### src/verilog/cisr_regs.svh
`ifndef CISR_REGS_SVH
`define CISR_REGS_SVH

`define CISR_OFS_LATCHED_HEADSET   8'h3a
`define CISR_OFS_LATCHED_THRESHOLD 8'h3b
`define CISR_OFS_LIVE_CLOCK        8'h3c
`define CISR_OFS_LIVE_SUMMARY      8'h3d
`define CISR_OFS_LIVE_OUT_ONE      8'h40

`define CISR_RESET_VALUE           8'h00

// latched headset fields
`define CISR_BIT_HS_INSERT         3
`define CISR_BIT_HS_REMOVE         2
`define CISR_BIT_HS_HOOK           1
// latched threshold / voice fields
`define CISR_BIT_GPA_HIGH          7
`define CISR_BIT_GPA_LOW           6
`define CISR_BIT_VAD_UP            5
`define CISR_BIT_VAD_DOWN          4
// live clock fields
`define CISR_BIT_CLK_ERROR         7
`define CISR_BIT_PLL_LOCK          6
// live summary fields
`define CISR_BIT_IN_ONE            7
`define CISR_BIT_IN_TWO            6
`define CISR_BIT_OUT_ONE           5
`define CISR_BIT_OUT_TWO           4
// output one fault fields
`define CISR_BIT_SHORT_POS         7
`define CISR_BIT_SHORT_NEG         6
`define CISR_BIT_VGND_POS          5
`define CISR_BIT_VGND_NEG          4

`endif

### src/verilog/cisr_pkg.sv
`default_nettype none
package cisr_pkg;
   typedef logic [7:0] cisr_byte_t;
   typedef logic [7:0] cisr_addr_t;
endpackage
`default_nettype wire

### src/verilog/cisr_status.sv
`timescale 1ns/1ps
`default_nettype none
`include "cisr_regs.svh"
module cisr_status
   import cisr_pkg::*;
(
   // clock and reset
   input  wire logic       clk,
   input  wire logic       reset,
   // register read port from the control interface
   input  wire logic       rd_strobe,
   input  wire cisr_addr_t rd_addr,
   output cisr_byte_t      rd_data,
   output logic            rd_valid,
   // headset event sources (levels, or pulses that span a rising clk edge, any clock)
   input  wire logic       headset_insert,
   input  wire logic       headset_remove,
   input  wire logic       headset_hook,
   // threshold and voice activity event sources
   input  wire logic       general_purpose_analog_input_high,
   input  wire logic       general_purpose_analog_input_low,
   input  wire logic       voice_activity_detector_up,
   input  wire logic       voice_activity_detector_down,
   // live clock conditions
   input  wire logic       clock_error,
   input  wire logic       pll_lock_event,
   // live channel fault conditions
   input  wire logic       input_one_fault,
   input  wire logic       input_two_fault,
   input  wire logic       output_one_fault,
   input  wire logic       output_two_fault,
   // output one terminal and driver faults
   input  wire logic       output_one_positive_terminal_short,
   input  wire logic       output_one_negative_terminal_short,
   input  wire logic       positive_driver_vgnd_fault,
   input  wire logic       negative_driver_vgnd_fault
);
   localparam int NSRC = 17;

   logic [NSRC-1:0] raw_src;
   logic [NSRC-1:0] sync_src;
   logic [6:0]      prev_reg;
   logic [6:0]      rise;

   cisr_byte_t headset_reg,   headset_next;
   cisr_byte_t threshold_reg, threshold_next;
   cisr_byte_t live_clock,    live_summary, live_out_one;
   cisr_byte_t rd_mux;

   wire hit_headset   = rd_strobe && (rd_addr == `CISR_OFS_LATCHED_HEADSET);
   wire hit_threshold = rd_strobe && (rd_addr == `CISR_OFS_LATCHED_THRESHOLD);

   // every source comes from outside the clock domain
   assign raw_src = {negative_driver_vgnd_fault, positive_driver_vgnd_fault,
                     output_one_negative_terminal_short, output_one_positive_terminal_short,
                     output_two_fault, output_one_fault, input_two_fault, input_one_fault,
                     pll_lock_event, clock_error,
                     voice_activity_detector_down, voice_activity_detector_up,
                     general_purpose_analog_input_low, general_purpose_analog_input_high,
                     headset_hook, headset_remove, headset_insert};

   cisr_sync #(.WIDTH(NSRC)) u_sync (
      .clk      (clk),
      .reset    (reset),
      .async_in (raw_src),
      .sync_out (sync_src)
   );

   // previous sample for rising-edge event detection on the latched sources
   always_ff @(posedge clk or posedge reset) begin
      if (reset) begin
         prev_reg <= '0;
      end else begin
         prev_reg <= sync_src[6:0]; // only the latched sources need a previous sample
      end
   end

   // an event is the rising edge, so a held level latches only once
   assign rise = sync_src[6:0] & ~prev_reg[6:0];

   // latched headset bits: event sets, a read clears, set beats clear
   always_comb begin
      headset_next = hit_headset ? `CISR_RESET_VALUE : headset_reg;
      headset_next[`CISR_BIT_HS_INSERT] = headset_next[`CISR_BIT_HS_INSERT] | rise[0];
      headset_next[`CISR_BIT_HS_REMOVE] = headset_next[`CISR_BIT_HS_REMOVE] | rise[1];
      headset_next[`CISR_BIT_HS_HOOK]   = headset_next[`CISR_BIT_HS_HOOK] | rise[2];
   end

   // latched threshold and voice bits, same discipline
   always_comb begin
      threshold_next = hit_threshold ? `CISR_RESET_VALUE : threshold_reg;
      threshold_next[`CISR_BIT_GPA_HIGH]  = threshold_next[`CISR_BIT_GPA_HIGH] | rise[3];
      threshold_next[`CISR_BIT_GPA_LOW]   = threshold_next[`CISR_BIT_GPA_LOW] | rise[4];
      threshold_next[`CISR_BIT_VAD_UP]    = threshold_next[`CISR_BIT_VAD_UP] | rise[5];
      threshold_next[`CISR_BIT_VAD_DOWN]  = threshold_next[`CISR_BIT_VAD_DOWN] | rise[6];
   end

   always_ff @(posedge clk or posedge reset) begin
      if (reset) begin
         headset_reg   <= `CISR_RESET_VALUE;
         threshold_reg <= `CISR_RESET_VALUE;
      end else begin
         headset_reg   <= headset_next;
         threshold_reg <= threshold_next;
      end
   end

   // live views follow the synchronised condition, nothing is held
   always_comb begin
      live_clock   = `CISR_RESET_VALUE;
      live_summary = `CISR_RESET_VALUE;
      live_out_one = `CISR_RESET_VALUE;
      live_clock[`CISR_BIT_CLK_ERROR]   = sync_src[7];
      live_clock[`CISR_BIT_PLL_LOCK]    = sync_src[8];
      live_summary[`CISR_BIT_IN_ONE]    = sync_src[9];
      live_summary[`CISR_BIT_IN_TWO]    = sync_src[10];
      live_summary[`CISR_BIT_OUT_ONE]   = sync_src[11];
      live_summary[`CISR_BIT_OUT_TWO]   = sync_src[12];
      live_out_one[`CISR_BIT_SHORT_POS] = sync_src[13];
      live_out_one[`CISR_BIT_SHORT_NEG] = sync_src[14];
      live_out_one[`CISR_BIT_VGND_POS]  = sync_src[15];
      live_out_one[`CISR_BIT_VGND_NEG]  = sync_src[16];
   end

   // read select; unmapped offsets and reserved bits read zero
   assign rd_mux = (rd_addr == `CISR_OFS_LATCHED_HEADSET)   ? headset_reg   :
                   (rd_addr == `CISR_OFS_LATCHED_THRESHOLD) ? threshold_reg :
                   (rd_addr == `CISR_OFS_LIVE_CLOCK)        ? live_clock    :
                   (rd_addr == `CISR_OFS_LIVE_SUMMARY)      ? live_summary  :
                   (rd_addr == `CISR_OFS_LIVE_OUT_ONE)      ? live_out_one  :
                   `CISR_RESET_VALUE;

   // read data registered; the value captured is the pre-clear content
   always_ff @(posedge clk or posedge reset) begin
      if (reset) begin
         rd_data  <= `CISR_RESET_VALUE;
         rd_valid <= 1'b0;
      end else begin
         rd_data  <= rd_strobe ? rd_mux : rd_data;
         rd_valid <= rd_strobe;
      end
   end
endmodule // cisr_status
`default_nettype wire

### src/verilog/cisr_sync.sv
`timescale 1ns/1ps
`default_nettype none
module cisr_sync #(
   parameter int WIDTH = 4
) (
   // clock and reset
   input  wire logic             clk,
   input  wire logic             reset,
   // asynchronous levels in, synchronised levels out
   input  wire logic [WIDTH-1:0] async_in,
   output logic      [WIDTH-1:0] sync_out
);
   logic [WIDTH-1:0] stage_reg;

   // two flops per bit; first stage feeds only the second
   always_ff @(posedge clk or posedge reset) begin
      if (reset) begin
         stage_reg <= '0;
         sync_out  <= '0;
      end else begin
         stage_reg <= async_in;
         sync_out  <= stage_reg;
      end
   end
endmodule // cisr_sync
`default_nettype wire

### config.mk
export PLATFORM = sky130hd
export DESIGN_NAME = cisr_status
export DESIGN_NICKNAME = d
export VERILOG_FILES = /design/src/verilog/cisr_pkg.sv /design/src/verilog/cisr_status.sv /design/src/verilog/cisr_sync.sv
export VERILOG_INCLUDE_DIRS = /design/src /design/src/verilog
export SDC_FILE = /design/constraint.sdc
export NUM_CORES = 1
export LEC_CHECK = 0
export BUFFER_PORTS_ARGS = -buffer_cell sky130_fd_sc_hd__buf_2
export CAP_MARGIN = 0
export CELL_PAD_IN_SITES_DETAIL_PLACEMENT = 0
export CELL_PAD_IN_SITES_GLOBAL_PLACEMENT = 1
export CORE_MARGIN = 2
export CORE_UTILIZATION = 27
export CTS_BUF_LIST = sky130_fd_sc_hd__clkbuf_8
export DETAILED_ROUTE_END_ITERATION = 12
export PLACE_DENSITY = 0.5
export SYNTH_ARGS = -nofsm -noshare
export SYNTH_HDL_FRONTEND = slang
export SYNTH_SLANG_ARGS = --single-unit
### constraint.sdc
create_clock -name clk -period 2.29 [get_ports clk]
set_input_delay 0.3435 -clock clk [delete_from_list [all_inputs] [get_ports clk]]
set_output_delay 0.3435 -clock clk [all_outputs]
set_load 0.05 [all_outputs]
==> run_results.csv <==
group,metric,value,unit
setup_path,cp_slowest_stage_delay,0.38,ns
final_layout,layout.nets,184,
place,dp_hpwl,2260,um
worst_hold_path,min_path_type,"input port to async pin",
timing,finalSetupTns,0,ns
clock_network,clock_sinks,56,
grt,grt_max_degree,31,
setup_path,crit_slowest_cell,"dfrtp_1",
power,finalPower,1770,uW
logic_synthesis,avgSynthCellArea,15.5,um^2
grt,grt_antenna_before_repair,0,
clock_network,cts_buffer_depth,2,
final_layout,regArea,1400,um^2
logic_synthesis,synth_cell_type_count,30,
setup_path,cp_cell_sequence,"mux2_1 > a22o_1 > a221oi_2 > nor3_1",
detailed_routing,vias,1013,
floorplanning,std_cell_rows,29,
detailed_routing,ant_nets,0,
power,powerDensity,811,nW/um^2
timing,period_needed,1.36,ns
floorplanning,initial_utilization,28.2,%
logic_synthesis,synth_compound_gate_area_share,10.2,%
logic_synthesis,syn_area,1800,um^2
clock_network,cts-root-buf,"clkbuf_8",
clock_network,h-tree-depth,2,
setup_path,crit_arrival,1.55,ns
floorplanning,io_pins,37,
run_status,status,"finished clean",
final_layout,mostFrequentLayoutCell,"dfrtp_1",
final_layout,fillers,638,
place,globalplace.congestion,0.749,
logic_synthesis,synth-seq-area-share,77.9,%
detailed_routing,finalWirelength,3090,um
grt,grtUsageTotal,9.41,%
final_layout,layout_common_cells,"dfrtp_1 (56), buf_2 (35), a22o_1 (13), inv_1 (8)",
floorplanning,die_h,85.6,um
floorplanning,dieArea,7330,um^2
logic_synthesis,synthSimpleGateAreaFrac,7.65,%
logic_synthesis,synth_adder_area_share,0,%
final_layout,post-route-util,34.1,%
final_layout,drive_gt1_share,31.2,%
floorplanning,die_x,85.6,um
logic_synthesis,synth_top_family_by_area,"compound AO/OA/AOI/OAI gates",
grt,grt_overflow_total,0,
detailed_routing,drc,0,
setup_path,start_kind,"register",
floorplanning,core_area,6390,um^2
clock_network,holdBufCountCts,0,
logic_synthesis,synth_nets,144,
logic_synthesis,synth.area.mux_share,1.25,%
setup_path,cp-end-kind,"register",
logic_synthesis,synth_xor_area_share,0,%
clock_network,postCtsSetupRepairBufs,0,
logic_synthesis,synth_cells,116,
timing,fin_hold_ws,0.0846,ns
setup_path,rr_worst_depth,4,
final_layout,instances_no_fill,234,
setup_path,cp.required,2.48,ns
clock_network,cts_tree,"done",
clock_network,cts.clk_slew.worst_paths,0.09,ns
power,p_leak,0.00106,uW
final_layout,multi_input_area,347,um^2
detailed_routing,wl_per_cell,13.2,um
timing,fmax,735,MHz
clock_network,cts_resized,0,
detailed_routing,vias_per_cell,4.33,
setup_path,path_class,"register to register",
place,place_inst,226,
timing,fin_skew,0.00467,ns
grt,grt_pass1_wl,5310,um
timing,hold_viol,0,
grt,grt_pass1_vias,1095,
timing,rsz0062_at_grt,"no",
timing,setup_viol,0,
timing,tightest_slew,0.557,ns
final_layout,syn_to_final_growth,21.2,%
job,maxCapViolCount,0,
final_layout,diodes,0,
timing,relSlewSlack,62.8,%
setup_path,path_max_fanout,1,
logic_synthesis,ys_warn_count,0,
clock_network,insertion_delay,0.30,ns
detailed_routing,first_iter_violations,42,
timing,maxSlewViolCount,0,
clock_network,cts_inserted_buffers,5,
logic_synthesis,ys_seq_elements,56,
power,vdd_drop_max,308,uV
place,io_buffer_count,35,
timing,min_period_over_period,59.4,%
detailed_routing,drt-pass1-iter-count,4,
critical path, delay by kind of cell, from the launching register on:
kind	cells	cell delay [ns]
AOI/OAI and AO/OA	2	0.50
DFF	1	0.38
muxes	1	0.29
and+or+nand+nor	1	0.09
logic make-up (layout without fill, tap and decap cells):
kind of cell / after synthesis / in the layout
buf+inv: 12 / 53
compound gates: 22 / 22
other cells: 1 / 1
simple gates: 23 / 23
mux: 2 / 2
flops: 56 / 56
per-layer routing:
| layer | GRT usage, % | wire length (um) | part of all wire, % | vias to the layer above |
|---|---|---|---|---|
| met5 | 0 | 0 | 0 | - |
| met4 | 4.33 | 67 | 2.2 | 0 |
| met3 | 3.46 | 213 | 6.9 | 5 |
| met2 | 14.3 | 1430 | 46 | 29 |
| met1 | 12.0 | 1380 | 45 | 501 |
| li1 | - | - | - | 478 |
cell type report:
cell class | instances | area share (%)
Timing Repair Buffer | 36 | 8.95
Multi-Input combinational cell | 48 | 15.9
Tap cell | 77 | 4.42
Inverter | 9 | 1.55
Sequential cell | 56 | 64.3
Clock inverter | 3 | 1.78
Clock buffer | 5 | 3.16
per-stage QoR:
stage / worst slack, ns / area, um^2
floorplan: 0.575 / 1800
global placement: 0.690 / 2070
detailed placement: 0.645 / 2070
CTS: 0.930 / 2180
global route: 0.871 / 2180
finish: 0.930 / 2180
where the power goes:
part           internal, uW  switching (uW)
combinational          38.0            70.7
clock                   320             296
sequential             1030            14.4
worst paths after layout:
path                                         to                start  slack [ns]
min reg2reg                  u_sync.sync_out[1]  u_sync.stage_reg[1]        0.35
max                                  rd_data[7]   u_sync.sync_out[7]        0.93
min in group clk            u_sync.stage_reg[2]         headset_hook        0.14
max reg2reg                          rd_data[7]   u_sync.sync_out[7]        0.93
max in group asynchronous   u_sync.stage_reg[1]                reset        1.66
min                        u_sync.stage_reg[12]                reset        0.08
synthesized netlist by cell type:
cell type,instances,share of area [%]
and2_1,1,0.35
nor3b_2,1,0.70
o21ai_0,2,0.56
a221oi_1,1,0.49
buf_4,1,0.42
o22ai_1,1,0.35
and2b_1,1,0.42
dfrtp_1,56,78
a21oi_1,1,0.28
mux2_2,1,0.63
a32oi_1,2,0.97
and3_2,1,0.42
conb_1,1,0.21
and3_1,2,0.70
nor2b_1,1,0.35
nand3b_1,1,0.42
nor3_1,2,0.56
and4bb_2,1,0.70
nand3_1,1,0.28
a221oi_2,1,0.83
clkinv_1,1,0.21
buf_2,2,0.56
a22o_1,13,6.3
mux2_1,1,0.63
nand2_1,5,1.0
nor2_1,4,0.83
inv_1,8,1.7
nor4_1,1,0.35
a31oi_1,1,0.35
and4b_1,1,0.56
Note: power is estimated with default switching activity, not from simulation.
